==> src/core/insn_timing_pkg.sv <==
// package of widths, encodings and per-cycle state costs for the instruction timing model
package insn_timing_pkg;

   // ****************************************
   // widths
   // ****************************************
   localparam int COUNT_W = 4;
   localparam int WAIT_W = 3;
   localparam int COST_W = 5;
   localparam int TOTAL_W = 12;

   // ****************************************
   // reset values
   // ****************************************
   localparam logic [TOTAL_W-1:0] STATES_RESET = 12'h000;
   localparam logic DONE_RESET = 1'b0;

   // ****************************************
   // state cost of one cycle, by target
   // ****************************************
   localparam logic [COST_W-1:0] COST_ONCHIP_MEM = 5'h02;
   localparam logic [COST_W-1:0] COST_INTERNAL = 5'h01;
   localparam logic [COST_W-1:0] COST_SUP8_WORD = 5'h06;
   localparam logic [COST_W-1:0] COST_SUP8_BYTE = 5'h03;
   localparam logic [COST_W-1:0] COST_SUP16 = 5'h03;
   localparam logic [COST_W-1:0] COST_EXT8_2S_WORD = 5'h04;
   localparam logic [COST_W-1:0] COST_EXT8_2S_BYTE = 5'h02;
   localparam logic [COST_W-1:0] COST_EXT8_3S_WORD_BASE = 5'h06;
   localparam logic [COST_W-1:0] COST_EXT8_3S_BYTE_BASE = 5'h03;
   localparam logic [COST_W-1:0] COST_EXT16_2S = 5'h02;
   localparam logic [COST_W-1:0] COST_EXT16_3S_BASE = 5'h03;

   // ****************************************
   // cycle counts of the built-in instruction forms
   // ****************************************
   localparam logic [COUNT_W-1:0] FETCH_IMM8 = 4'h1;
   localparam logic [COUNT_W-1:0] FETCH_IMM16 = 4'h2;
   localparam logic [COUNT_W-1:0] FETCH_IMM32 = 4'h3;
   localparam logic [COUNT_W-1:0] FETCH_REG = 4'h1;
   localparam logic [COUNT_W-1:0] BITSET_FETCH = 4'h2;
   localparam logic [COUNT_W-1:0] BITSET_BYTE = 4'h2;
   localparam logic [COUNT_W-1:0] CALL_FETCH = 4'h2;
   localparam logic [COUNT_W-1:0] CALL_BRANCH = 4'h2;
   localparam logic [COUNT_W-1:0] CALL_STACK = 4'h2;
   localparam logic [COUNT_W-1:0] COUNT_NONE = 4'h0;

   // ****************************************
   // enumerations
   // ****************************************
   typedef enum logic [2:0] {
      region_onchip_mem,
      region_sup_8bit,
      region_sup_16bit,
      region_ext8_2state,
      region_ext8_3state,
      region_ext16_2state,
      region_ext16_3state,
      region_spare
   } region_e;

   typedef enum logic [3:0] {
      insn_add_b_imm,
      insn_add_b_reg,
      insn_add_w_imm,
      insn_add_w_reg,
      insn_add_l_imm,
      insn_add_l_reg,
      insn_bit_set_insn_abs8,
      insn_subroutine_call_insn_indirect,
      insn_custom_counts
   } insn_e;

endpackage

==> src/core/cycle_cost.sv <==
// state cost of one bus cycle for a given target region and access size
`timescale 1ns/1ps
`default_nettype none
module cycle_cost (
   // target
   input wire insn_timing_pkg::region_e region_in,
   input wire logic byte_access_in,
   input wire logic [insn_timing_pkg::WAIT_W-1:0] wait_states_in,
   // result
   output logic [insn_timing_pkg::COST_W-1:0] cost_out
);

   logic [insn_timing_pkg::COST_W-1:0] wait_one;
   logic [insn_timing_pkg::COST_W-1:0] wait_two;

   assign wait_one = {2'h0, wait_states_in};
   assign wait_two = {1'h0, wait_states_in, 1'h0};

   // ****************************************
   // cost lookup
   // ****************************************
   always_comb begin
      cost_out = insn_timing_pkg::COST_ONCHIP_MEM;
      unique case (region_in)
         insn_timing_pkg::region_onchip_mem: cost_out = insn_timing_pkg::COST_ONCHIP_MEM;
         insn_timing_pkg::region_sup_8bit: cost_out = byte_access_in ? insn_timing_pkg::COST_SUP8_BYTE
                                                                     : insn_timing_pkg::COST_SUP8_WORD;
         insn_timing_pkg::region_sup_16bit: cost_out = insn_timing_pkg::COST_SUP16;
         insn_timing_pkg::region_ext8_2state: cost_out = byte_access_in ? insn_timing_pkg::COST_EXT8_2S_BYTE
                                                                        : insn_timing_pkg::COST_EXT8_2S_WORD;
         // two bytes on an 8-bit bus pay the wait states twice
         insn_timing_pkg::region_ext8_3state: cost_out = byte_access_in
            ? insn_timing_pkg::COST_EXT8_3S_BYTE_BASE + wait_one
            : insn_timing_pkg::COST_EXT8_3S_WORD_BASE + wait_two;
         insn_timing_pkg::region_ext16_2state: cost_out = insn_timing_pkg::COST_EXT16_2S;
         insn_timing_pkg::region_ext16_3state: cost_out = insn_timing_pkg::COST_EXT16_3S_BASE + wait_one;
         // the spare code is treated as on-chip memory
         insn_timing_pkg::region_spare: cost_out = insn_timing_pkg::COST_ONCHIP_MEM;
      endcase
   end

endmodule // cycle_cost
`default_nettype wire

==> src/core/insn_state_counter.sv <==
// instruction execution state counter: cycle counts weighted by per-cycle state costs
`timescale 1ns/1ps
`default_nettype none
module insn_state_counter (
   // clock and reset
   input wire logic clk_sys_in,
   input wire logic rst_in,
   // request
   input wire logic start_in,
   input wire insn_timing_pkg::insn_e insn_in,
   // counts used by the custom form
   input wire logic [insn_timing_pkg::COUNT_W-1:0] fetch_count_in,
   input wire logic [insn_timing_pkg::COUNT_W-1:0] branch_count_in,
   input wire logic [insn_timing_pkg::COUNT_W-1:0] stack_count_in,
   input wire logic [insn_timing_pkg::COUNT_W-1:0] byte_count_in,
   input wire logic [insn_timing_pkg::COUNT_W-1:0] word_count_in,
   input wire logic [insn_timing_pkg::COUNT_W-1:0] internal_count_in,
   // bus configuration
   input wire insn_timing_pkg::region_e region_fetch_in,
   input wire insn_timing_pkg::region_e region_branch_in,
   input wire insn_timing_pkg::region_e region_stack_in,
   input wire insn_timing_pkg::region_e region_data_in,
   input wire logic [insn_timing_pkg::WAIT_W-1:0] wait_states_in,
   // result
   output logic [insn_timing_pkg::TOTAL_W-1:0] states_out,
   output logic done_out
);

   localparam int NK = 6;
   localparam int TOTAL_W = insn_timing_pkg::TOTAL_W;

   logic [insn_timing_pkg::COUNT_W-1:0] cnt [NK];
   logic [insn_timing_pkg::COST_W-1:0] cost [NK];
   logic [insn_timing_pkg::TOTAL_W-1:0] term [NK];
   logic [insn_timing_pkg::TOTAL_W-1:0] states_next;
   logic [insn_timing_pkg::TOTAL_W-1:0] states_reg;
   logic done_reg;

   // ****************************************
   // cycle counts per instruction form
   // ****************************************
   always_comb begin
      for (int k = 0; k < NK; k++) begin
         cnt[k] = insn_timing_pkg::COUNT_NONE;
      end
      unique case (insn_in)
         insn_timing_pkg::insn_add_b_imm: cnt[0] = insn_timing_pkg::FETCH_IMM8;
         insn_timing_pkg::insn_add_b_reg: cnt[0] = insn_timing_pkg::FETCH_REG;
         insn_timing_pkg::insn_add_w_imm: cnt[0] = insn_timing_pkg::FETCH_IMM16;
         insn_timing_pkg::insn_add_w_reg: cnt[0] = insn_timing_pkg::FETCH_REG;
         insn_timing_pkg::insn_add_l_imm: cnt[0] = insn_timing_pkg::FETCH_IMM32;
         insn_timing_pkg::insn_add_l_reg: cnt[0] = insn_timing_pkg::FETCH_REG;
         insn_timing_pkg::insn_bit_set_insn_abs8: begin
            cnt[0] = insn_timing_pkg::BITSET_FETCH;
            cnt[3] = insn_timing_pkg::BITSET_BYTE;
         end
         insn_timing_pkg::insn_subroutine_call_insn_indirect: begin
            cnt[0] = insn_timing_pkg::CALL_FETCH;
            cnt[1] = insn_timing_pkg::CALL_BRANCH;
            cnt[2] = insn_timing_pkg::CALL_STACK;
         end
         insn_timing_pkg::insn_custom_counts: begin
            cnt[0] = fetch_count_in;
            cnt[1] = branch_count_in;
            cnt[2] = stack_count_in;
            cnt[3] = byte_count_in;
            cnt[4] = word_count_in;
            cnt[5] = internal_count_in;
         end
         // unused codes count nothing
         default: cnt[0] = insn_timing_pkg::COUNT_NONE;
      endcase
   end

   // ****************************************
   // per-kind state cost
   // ****************************************
   cycle_cost u_cost_fetch (
      .region_in(region_fetch_in),
      .byte_access_in(1'b0),
      .wait_states_in(wait_states_in),
      .cost_out(cost[0])
   );
   cycle_cost u_cost_branch (
      .region_in(region_branch_in),
      .byte_access_in(1'b0),
      .wait_states_in(wait_states_in),
      .cost_out(cost[1])
   );
   cycle_cost u_cost_stack (
      .region_in(region_stack_in),
      .byte_access_in(1'b0),
      .wait_states_in(wait_states_in),
      .cost_out(cost[2])
   );
   cycle_cost u_cost_byte (
      .region_in(region_data_in),
      .byte_access_in(1'b1),
      .wait_states_in(wait_states_in),
      .cost_out(cost[3])
   );
   cycle_cost u_cost_word (
      .region_in(region_data_in),
      .byte_access_in(1'b0),
      .wait_states_in(wait_states_in),
      .cost_out(cost[4])
   );
   // internal cycles never touch a bus, so the configuration cannot change them
   assign cost[5] = insn_timing_pkg::COST_INTERNAL;

   // ****************************************
   // weighted sum
   // ****************************************
   // worst case 6 x 15 x 20 fits in 12 bits, so the sum cannot wrap
   always_comb begin
      states_next = insn_timing_pkg::STATES_RESET;
      for (int k = 0; k < NK; k++) begin
         term[k] = TOTAL_W'(cnt[k]) * TOTAL_W'(cost[k]);
         states_next = states_next + term[k];
      end
   end

   // ****************************************
   // result registers
   // ****************************************
   always_ff @(posedge clk_sys_in or posedge rst_in) begin
      if (rst_in) begin
         states_reg <= insn_timing_pkg::STATES_RESET;
      end else if (start_in) begin
         states_reg <= states_next;
      end
   end

   always_ff @(posedge clk_sys_in or posedge rst_in) begin
      if (rst_in) begin
         done_reg <= insn_timing_pkg::DONE_RESET;
      end else begin
         done_reg <= start_in;
      end
   end

   assign states_out = states_reg;
   assign done_out = done_reg;

   logic all_onchip;
   assign all_onchip = region_fetch_in == insn_timing_pkg::region_onchip_mem
                    && region_branch_in == insn_timing_pkg::region_onchip_mem
                    && region_stack_in == insn_timing_pkg::region_onchip_mem
                    && region_data_in == insn_timing_pkg::region_onchip_mem;
endmodule // insn_state_counter
`default_nettype wire

==> config.mk <==
export PLATFORM = sky130hd
export DESIGN_NAME = insn_state_counter
export DESIGN_NICKNAME = d
export VERILOG_FILES = /design/src/core/insn_timing_pkg.sv /design/src/core/cycle_cost.sv /design/src/core/insn_state_counter.sv
export SDC_FILE = /design/constraint.sdc
export NUM_CORES = 1
export LEC_CHECK = 0
export ABC_AREA = 1
export BUFFER_PORTS_ARGS = -buffer_cell sky130_fd_sc_hd__buf_2
export CAP_MARGIN = 5
export CORE_AREA = 2 2 91 93
export DETAILED_ROUTE_END_ITERATION = 7
export DIE_AREA = 0 0 93 95
export PLACE_DENSITY_LB_ADDON = 0.15
export SLEW_MARGIN = 15
export SYNTH_ARGS = -nofsm -noshare
export SYNTH_HDL_FRONTEND = slang
export SYNTH_SLANG_ARGS = --single-unit
==> constraint.sdc <==
create_clock -name clk_sys_in -period 1 [get_ports clk_sys_in]
set_clock_uncertainty 0.15 [all_clocks]
set_input_delay 0.15 -clock clk_sys_in [delete_from_list [all_inputs] [get_ports clk_sys_in]]
set_output_delay 0.15 -clock clk_sys_in [all_outputs]
set_load 0.1 [all_outputs]
==> impl_metrics.yaml, run 1 <==
timing:
  rsz0062_at_grt: "true"
  hold_viol: 0
  fin_crit_sh: 5.82
  fmax_mhz: 172
  setup_viol: 25
  worst_pin_slew_ns: 0.501
  min_period_ns: 5.82
  slew_headroom: 0.663
  fin_tns_setup_ns: -53.08
  setup_slack_ns: -4.82
  final-max-slew-violation-count: 0
routing:
  dr.pass1.iters: 5
  antenna_left: 0
  drtIter0Drc: 254
  finalWirelength_mm: 14.3
  vias: 4704
  vias_per_cell: 5.20
  detail_route.wl_per_cell_um: 15.8
  post-route-drc-count: 0
synth:
  postSynthAreaPerCell_um2: 7.50
  ys_seq_area_frac: 0.0712
  ys_ff_latch: 13
  syn_nets: 787
  synth_top_cell_by_area: "fa_1"
  syn_area_um2: 4570
  synth_top_area_frac: 0.368
  yosys-top-cells-area: "fa_1 (37%), inv_1 (14%), ha_1 (13%), nand2_1 (9.8%), nor2_1 (7.6%)"
  ys_warn_count: 0
  synthCells: 609
  synth_cell_types: 36
hold_path:
  hp-class: "in -> reg"
  worstHoldStart: "start_in"
layout:
  nets: 978
  drive_gt1_frac: 0.393
  finalInstanceArea_um2: 6820
  fillCellCount: 470
  final_common_cell: "inv_1"
  antenna_cells: 0
  mostFrequentLayoutCells: "inv_1 (144), buf_4 (114), nand2_1 (103)"
  area_growth_syn_to_layout_pct: 49.2
worst_setup_path:
  startpoint: "wait_states_in[0]"
  critPathKind: "in -> reg"
  r2r-start: "states_out[5]"
  start_kind: "primary input"
  critPathMaxFanout: 5
  end_kind: "flop"
  crit_chain: "buf_8 > clkinvlp_4 > ha_4 > xor2_4 > o21ai_2 > a21oi_2 > or2_1 > fa_1 > fa_1 > inv_2 > fa_1 > fa_1 > fa_1 > fa_1 > inv_1 > fa_1 > inv_2 > ha_4 > nand2_4 > nand3_2 > nand2_2 > or2_4 > a31oi_4"
  crit_arrival_ns: 5.84
  slowest_delay_ns: 0.55
  cpMaxStageDelayCell: "fa_1"
  crit_path_frequent_cell: "fa_1"
  cp.buffers_inverters: 5
  cp.required_ns: 1.01
  critical-path-top-delay-family: "adder cells"
power:
  pwr-share-seq: 0.174
  switchingPower_uw: 1900
  clock_power_share: 0.121
  p_per_area_nw_per_um2: 581
  swShare: 0.481
  pwr-share-comb: 0.706
  internal-power_uw: 2050
  leakage_uw: 0.00368
  ir_drop_mv: 1.15
cts:
  clk_latency_ns: 0.24
  root_buffer: "clkbuf_8"
  clk_pin_slew_ns: 0.06
  tritoncts: "yes"
  cts_sinks: 13
  cts_made_buffers: 3
  cts_buffer_depth: 2
  htreeDepth: 1
die:
  coreArea_um2: 7930
  die_area_um2: 8840
  die_x_um: 93
  core.rowCount: 33
  io_pins: 59
  start_util: 0.576
  die_h_um: 95
global_routing:
  antenna_found_initial: 0
  grtUsageTotal: 0.313
  grt_max_degree: 14
  grt_pass1_wl_mm: 21.4
  gr-total-overflow: 0
  first_global_vias: 4530
placement:
  hpwlAfterDp_mm: 11.1
  place_area_um2: 6180
  routabilityCongestion: 0.976
  io_buffers: 58
flow_run:
  drv_cap: 0
status:
  violations: "negative setup slack"
  status: "finished with violations"
[cell type report]
type | instances | area (um^2) | share of cell area
tap | 105 | 131 | 0.0193
multi-input combinational | 426 | 4100 | 0.601
clock buffer | 4 | 45.0 | 0.00661
timing repair buffer | 189 | 1560 | 0.229
sequential | 13 | 340 | 0.0499
inverter | 167 | 646 | 0.0947
[flip-flops by register name (all words and copies together), names as in the netlist]
name,count
states_out,12
done_out,1
[cell usage after synthesis]
cell and number:
inv_1 166, nand2_1 119, nor2_1 92, fa_1 84
ha_1 48, nand3_1 25, dfrtp_1 13, o21ai_0 10
a21oi_1 8, o21ai_1 5, o22ai_1 5, nand2_2 3
nand2_4 3, or2_1 3, a31oi_1 2, clkbuf_1 2
nor2_2 2, a211oi_1 1, a21oi_2 1, a221oi_1 1
and2_1 1, buf_6 1, buf_8 1, inv_2 1
nand3_2 1, nand3b_1 1, nand4_1 1, nor3_1 1
nor3_2 1, o211ai_2 1, o21ai_2 1, o21bai_1 1
o221ai_1 1, or2_2 1, xor2_1 1, xor2_2 1
[path summary, 6_finish.rpt]
check	to	slack, ns	cells past startpoint
setup / recovery	states_out[5]	-4.82	23
hold / removal	done_out	0.12	2
setup reg to reg	states_out[5]	-0.15	3
hold reg to reg	states_out[8]	0.37	2
max in group asynchronous	states_out[6]	0.21	4
min in group asynchronous	states_out[10]	0.30	4
[metrics by stage]
step | util | std cells | total power [uW] | hold WS [ns] | worst slack, ns
floorplan | - | 609 | 2080 | -0.124 | -4.54
global placement | 0.780 | 879 | 3030 | -0.00920 | -4.93
detailed placement | 0.780 | 879 | 3110 | 0.00205 | -5.06
CTS | 0.827 | 895 | 3790 | 0.103 | -4.71
global route | 0.860 | 904 | 4160 | 0.124 | -4.99
finish | 0.860 | 904 | 3960 | 0.119 | -4.82
[power groups by stage]
stage / combinational (uW) / sequential, uW / clock (uW)
after floorplan: 910 / 1170 / 0
after global placement: 2340 / 691 / 0
after detailed placement: 2410 / 697 / 0
after CTS: 2620 / 687 / 486
after global routing: 2960 / 692 / 506
final: 2790 / 687 / 478
[kinds of logic after synthesis]
| kind of cell | Yosys count | share of synthesized area |
|---|---|---|
| XOR/XNOR | 2 | 0.00548 |
| flip-flops | 13 | 0.0712 |
| buffers and inverters | 171 | 0.145 |
| AND/OR/NAND/NOR | 254 | 0.230 |
| AO/OA/AOI/OAI | 37 | 0.0485 |
| adder cells (fa/ha/maj) | 132 | 0.500 |
[what timing repair did]
item / CTS / global route
hold buffers: 1 / 0
gates cloned: 1 / 0
buffers inserted: 12 / 10
setup endpoints to repair: 25 / 25
endpoints found under the hold margin: 13 / 0
pin swaps: 50 / 33
resized for setup: 61 / 51
[routing by layer]
metal	share of wire	GRT usage	wire, um	vias up
met2	0.50	0.511	7080	187
met1	0.41	0.450	5860	2300
met3	0.067	0.0511	954	41
met5	0	0	0	-
li1	-	-	-	2176
met4	0.027	0.0576	385	0
Note: power is estimated with default switching activity, not from simulation.
==> run 2: changes to the inputs <==
- CORE_AREA: 2 2 91 93 -> 2 2 65 129
- DIE_AREA: 0 0 93 95 -> 0 0 67 131
==> run 2 against run 1 <==
The flow still finishes with violations (negative setup slack). First-iteration DRC count up 51%. Via count down 1.0%. Sequential share of layout area up 0.12 points. Combinational power down 3%. Largest power group unchanged. Largest cell class unchanged.
==> impl_metrics.yaml, run 2 (synthesis results as in run 1) <==
status:
  status: "finished with violations"
  violations: "negative setup slack"
timing:
  setup_slack_ns: -4.90
  rsz0062_at_grt: "true"
  final-max-slew-violation-count: 0
  slew_headroom: 0.709
  worst_pin_slew_ns: 0.437
  fin_crit_sh: 5.90
  fmax_mhz: 170
  timing.hold.ws_ns: 0.0818
  hold_viol: 0
  setup_viol: 25
  fin_tns_setup_ns: -54.05
  min_period_ns: 5.90
power:
  leakage_uw: 0.00361
  ir_drop_mv: 1.09
  p_per_area_nw_per_um2: 626
routing:
  drtIter0Drc: 384
  detail_route.wl_per_cell_um: 15.7
  dr.pass1.iters: 5
  drt-met1-wl_mm: 4.86
  wl_met3_um: 779
  post-route-drc-count: 0
  antenna_left: 0
  wl_met2_mm: 7.28
  vias_per_cell: 5.31
  vias: 4656
  finalWirelength_mm: 13.8
  route.top_layer_used: "met4"
placement:
  dp_worst_setup_slack_ns: -5.11
  routabilityCongestion: 0.921
  hpwlAfterDp_mm: 10.3
  io_buffers: 58
layout:
  fillCellCount: 421
  largest_register_ffs: 12
  final_common_cell: "inv_1"
  area_growth_syn_to_layout_pct: 45.6
  antenna_cells: 0
  nets: 960
  mostFrequentLayoutCells: "inv_1 (150), nand2_1 (105), buf_4 (100)"
  drive_gt1_frac: 0.357
global_routing:
  grt_pass1_wl_mm: 20.3
  first_global_vias: 4659
  antenna_found_initial: 0
  grt_max_degree: 14
  gr-total-overflow: 0
  grtUsageTotal: 0.306
worst_setup_path:
  cp.required_ns: 0.98
  slowest_delay_ns: 0.60
  start_kind: "primary input"
  critPathMaxFanout: 5
  end_kind: "flop"
  critPathKind: "in -> reg"
  cpMaxStageDelayCell: "fa_1"
  startpoint: "wait_states_in[0]"
  crit_arrival_ns: 5.88
  r2r-start: "states_out[11]"
hold_path:
  worstHoldStart: "start_in"
  hp-class: "in -> reg"
cts:
  root_buffer: "clkbuf_16"
  cts_sinks: 13
  tritoncts: "yes"
  cts_made_buffers: 3
  clk_latency_ns: 0.24
  htreeDepth: 1
  clk_pin_slew_ns: 0.05
  cts_buffer_depth: 2
flow_run:
  drv_cap: 0
die:
  die_h_um: 131
  die_area_um2: 8780
  io_pins: 59
  start_util: 0.583
  core.rowCount: 46
  die_x_um: 67
  coreArea_um2: 7830
-- run 2: changes by cell type in the layout (fill, tap and decap cells not counted), moves of 4 or more --
cell / previous run / this run
nor2_1: 76 / 80
nor2_2: 13 / 9
nand3_4: 1 / 5
inv_1: 144 / 150
inv_2: 18 / 14
nand3_2: 8 / 1
buf_4: 114 / 100
buf_6: 17 / 9
-- run 2: power breakdown --
group | leakage [uW] | switching (uW) | internal (uW) | total (uW)
Combinational | 0.00342 | 1600 | 1110 | 2720
Clock | 0.0000382 | 223 | 538 | 760
Sequential | 0.000153 | 75.7 | 611 | 687
-- run 2: timing repair --
item	CTS	global route
gates cloned	2	0
setup buffers	14	5
endpoints found under the setup margin	25	25
resized for setup	38	44
hold endpoints to repair	13	0
hold buffers	1	0
pin swaps	34	34
-- run 2: path summary, 6_finish.rpt --
| kind | endpoint | slack, ns | cells after the start |
|---|---|---|---|
| min in group asynchronous | states_out[5] | 0.30 | 4 |
| setup reg to reg | states_out[11] | 0.17 | 2 |
| hold / removal | done_out | 0.08 | 2 |
| hold reg to reg | states_out[0] | 0.37 | 2 |
| max in group asynchronous | states_out[6] | 0.22 | 4 |
| setup / recovery | states_out[10] | -4.90 | 27 |
-- run 2: per-layer routing --
layer  GRT usage  up-vias
met4       0.145        0
li1            -     2142
met5           0        -
met2       0.535      252
met1       0.367     2174
met3      0.0317       88
-- run 2: cell type report --
type	count	area [um^2]	area share
multi-input cells	426	4040	0.608
repair buffers	170	1420	0.214
inverters	167	641	0.0963
flip-flops and latches	13	340	0.0512
well taps	96	120	0.0181
clock buffers	4	78.8	0.0119
repair inverters	1	6.26	0.000941
-- run 2: critical path, delay by kind of cell --
family                     cells  cell delay [ns]
AOI/OAI and AO/OA              2             0.33
xor gates and xnor gates       1             0.29
adders and majority gates      9             4.03
buffers and inverters          5             0.44
and+or+nand+nor               10             0.59
-- run 2: through the flow --
step                instance area (um^2)  power [uW]   util  std cells
detailed placement                  6080        3060  0.777        856
global route                        6650        4360  0.850        877
finish                              6650        4170  0.850        877
global placement                    6080        3000  0.777        856
CTS                                 6490        4020  0.829        875
floorplan                           4770        2080      -        609
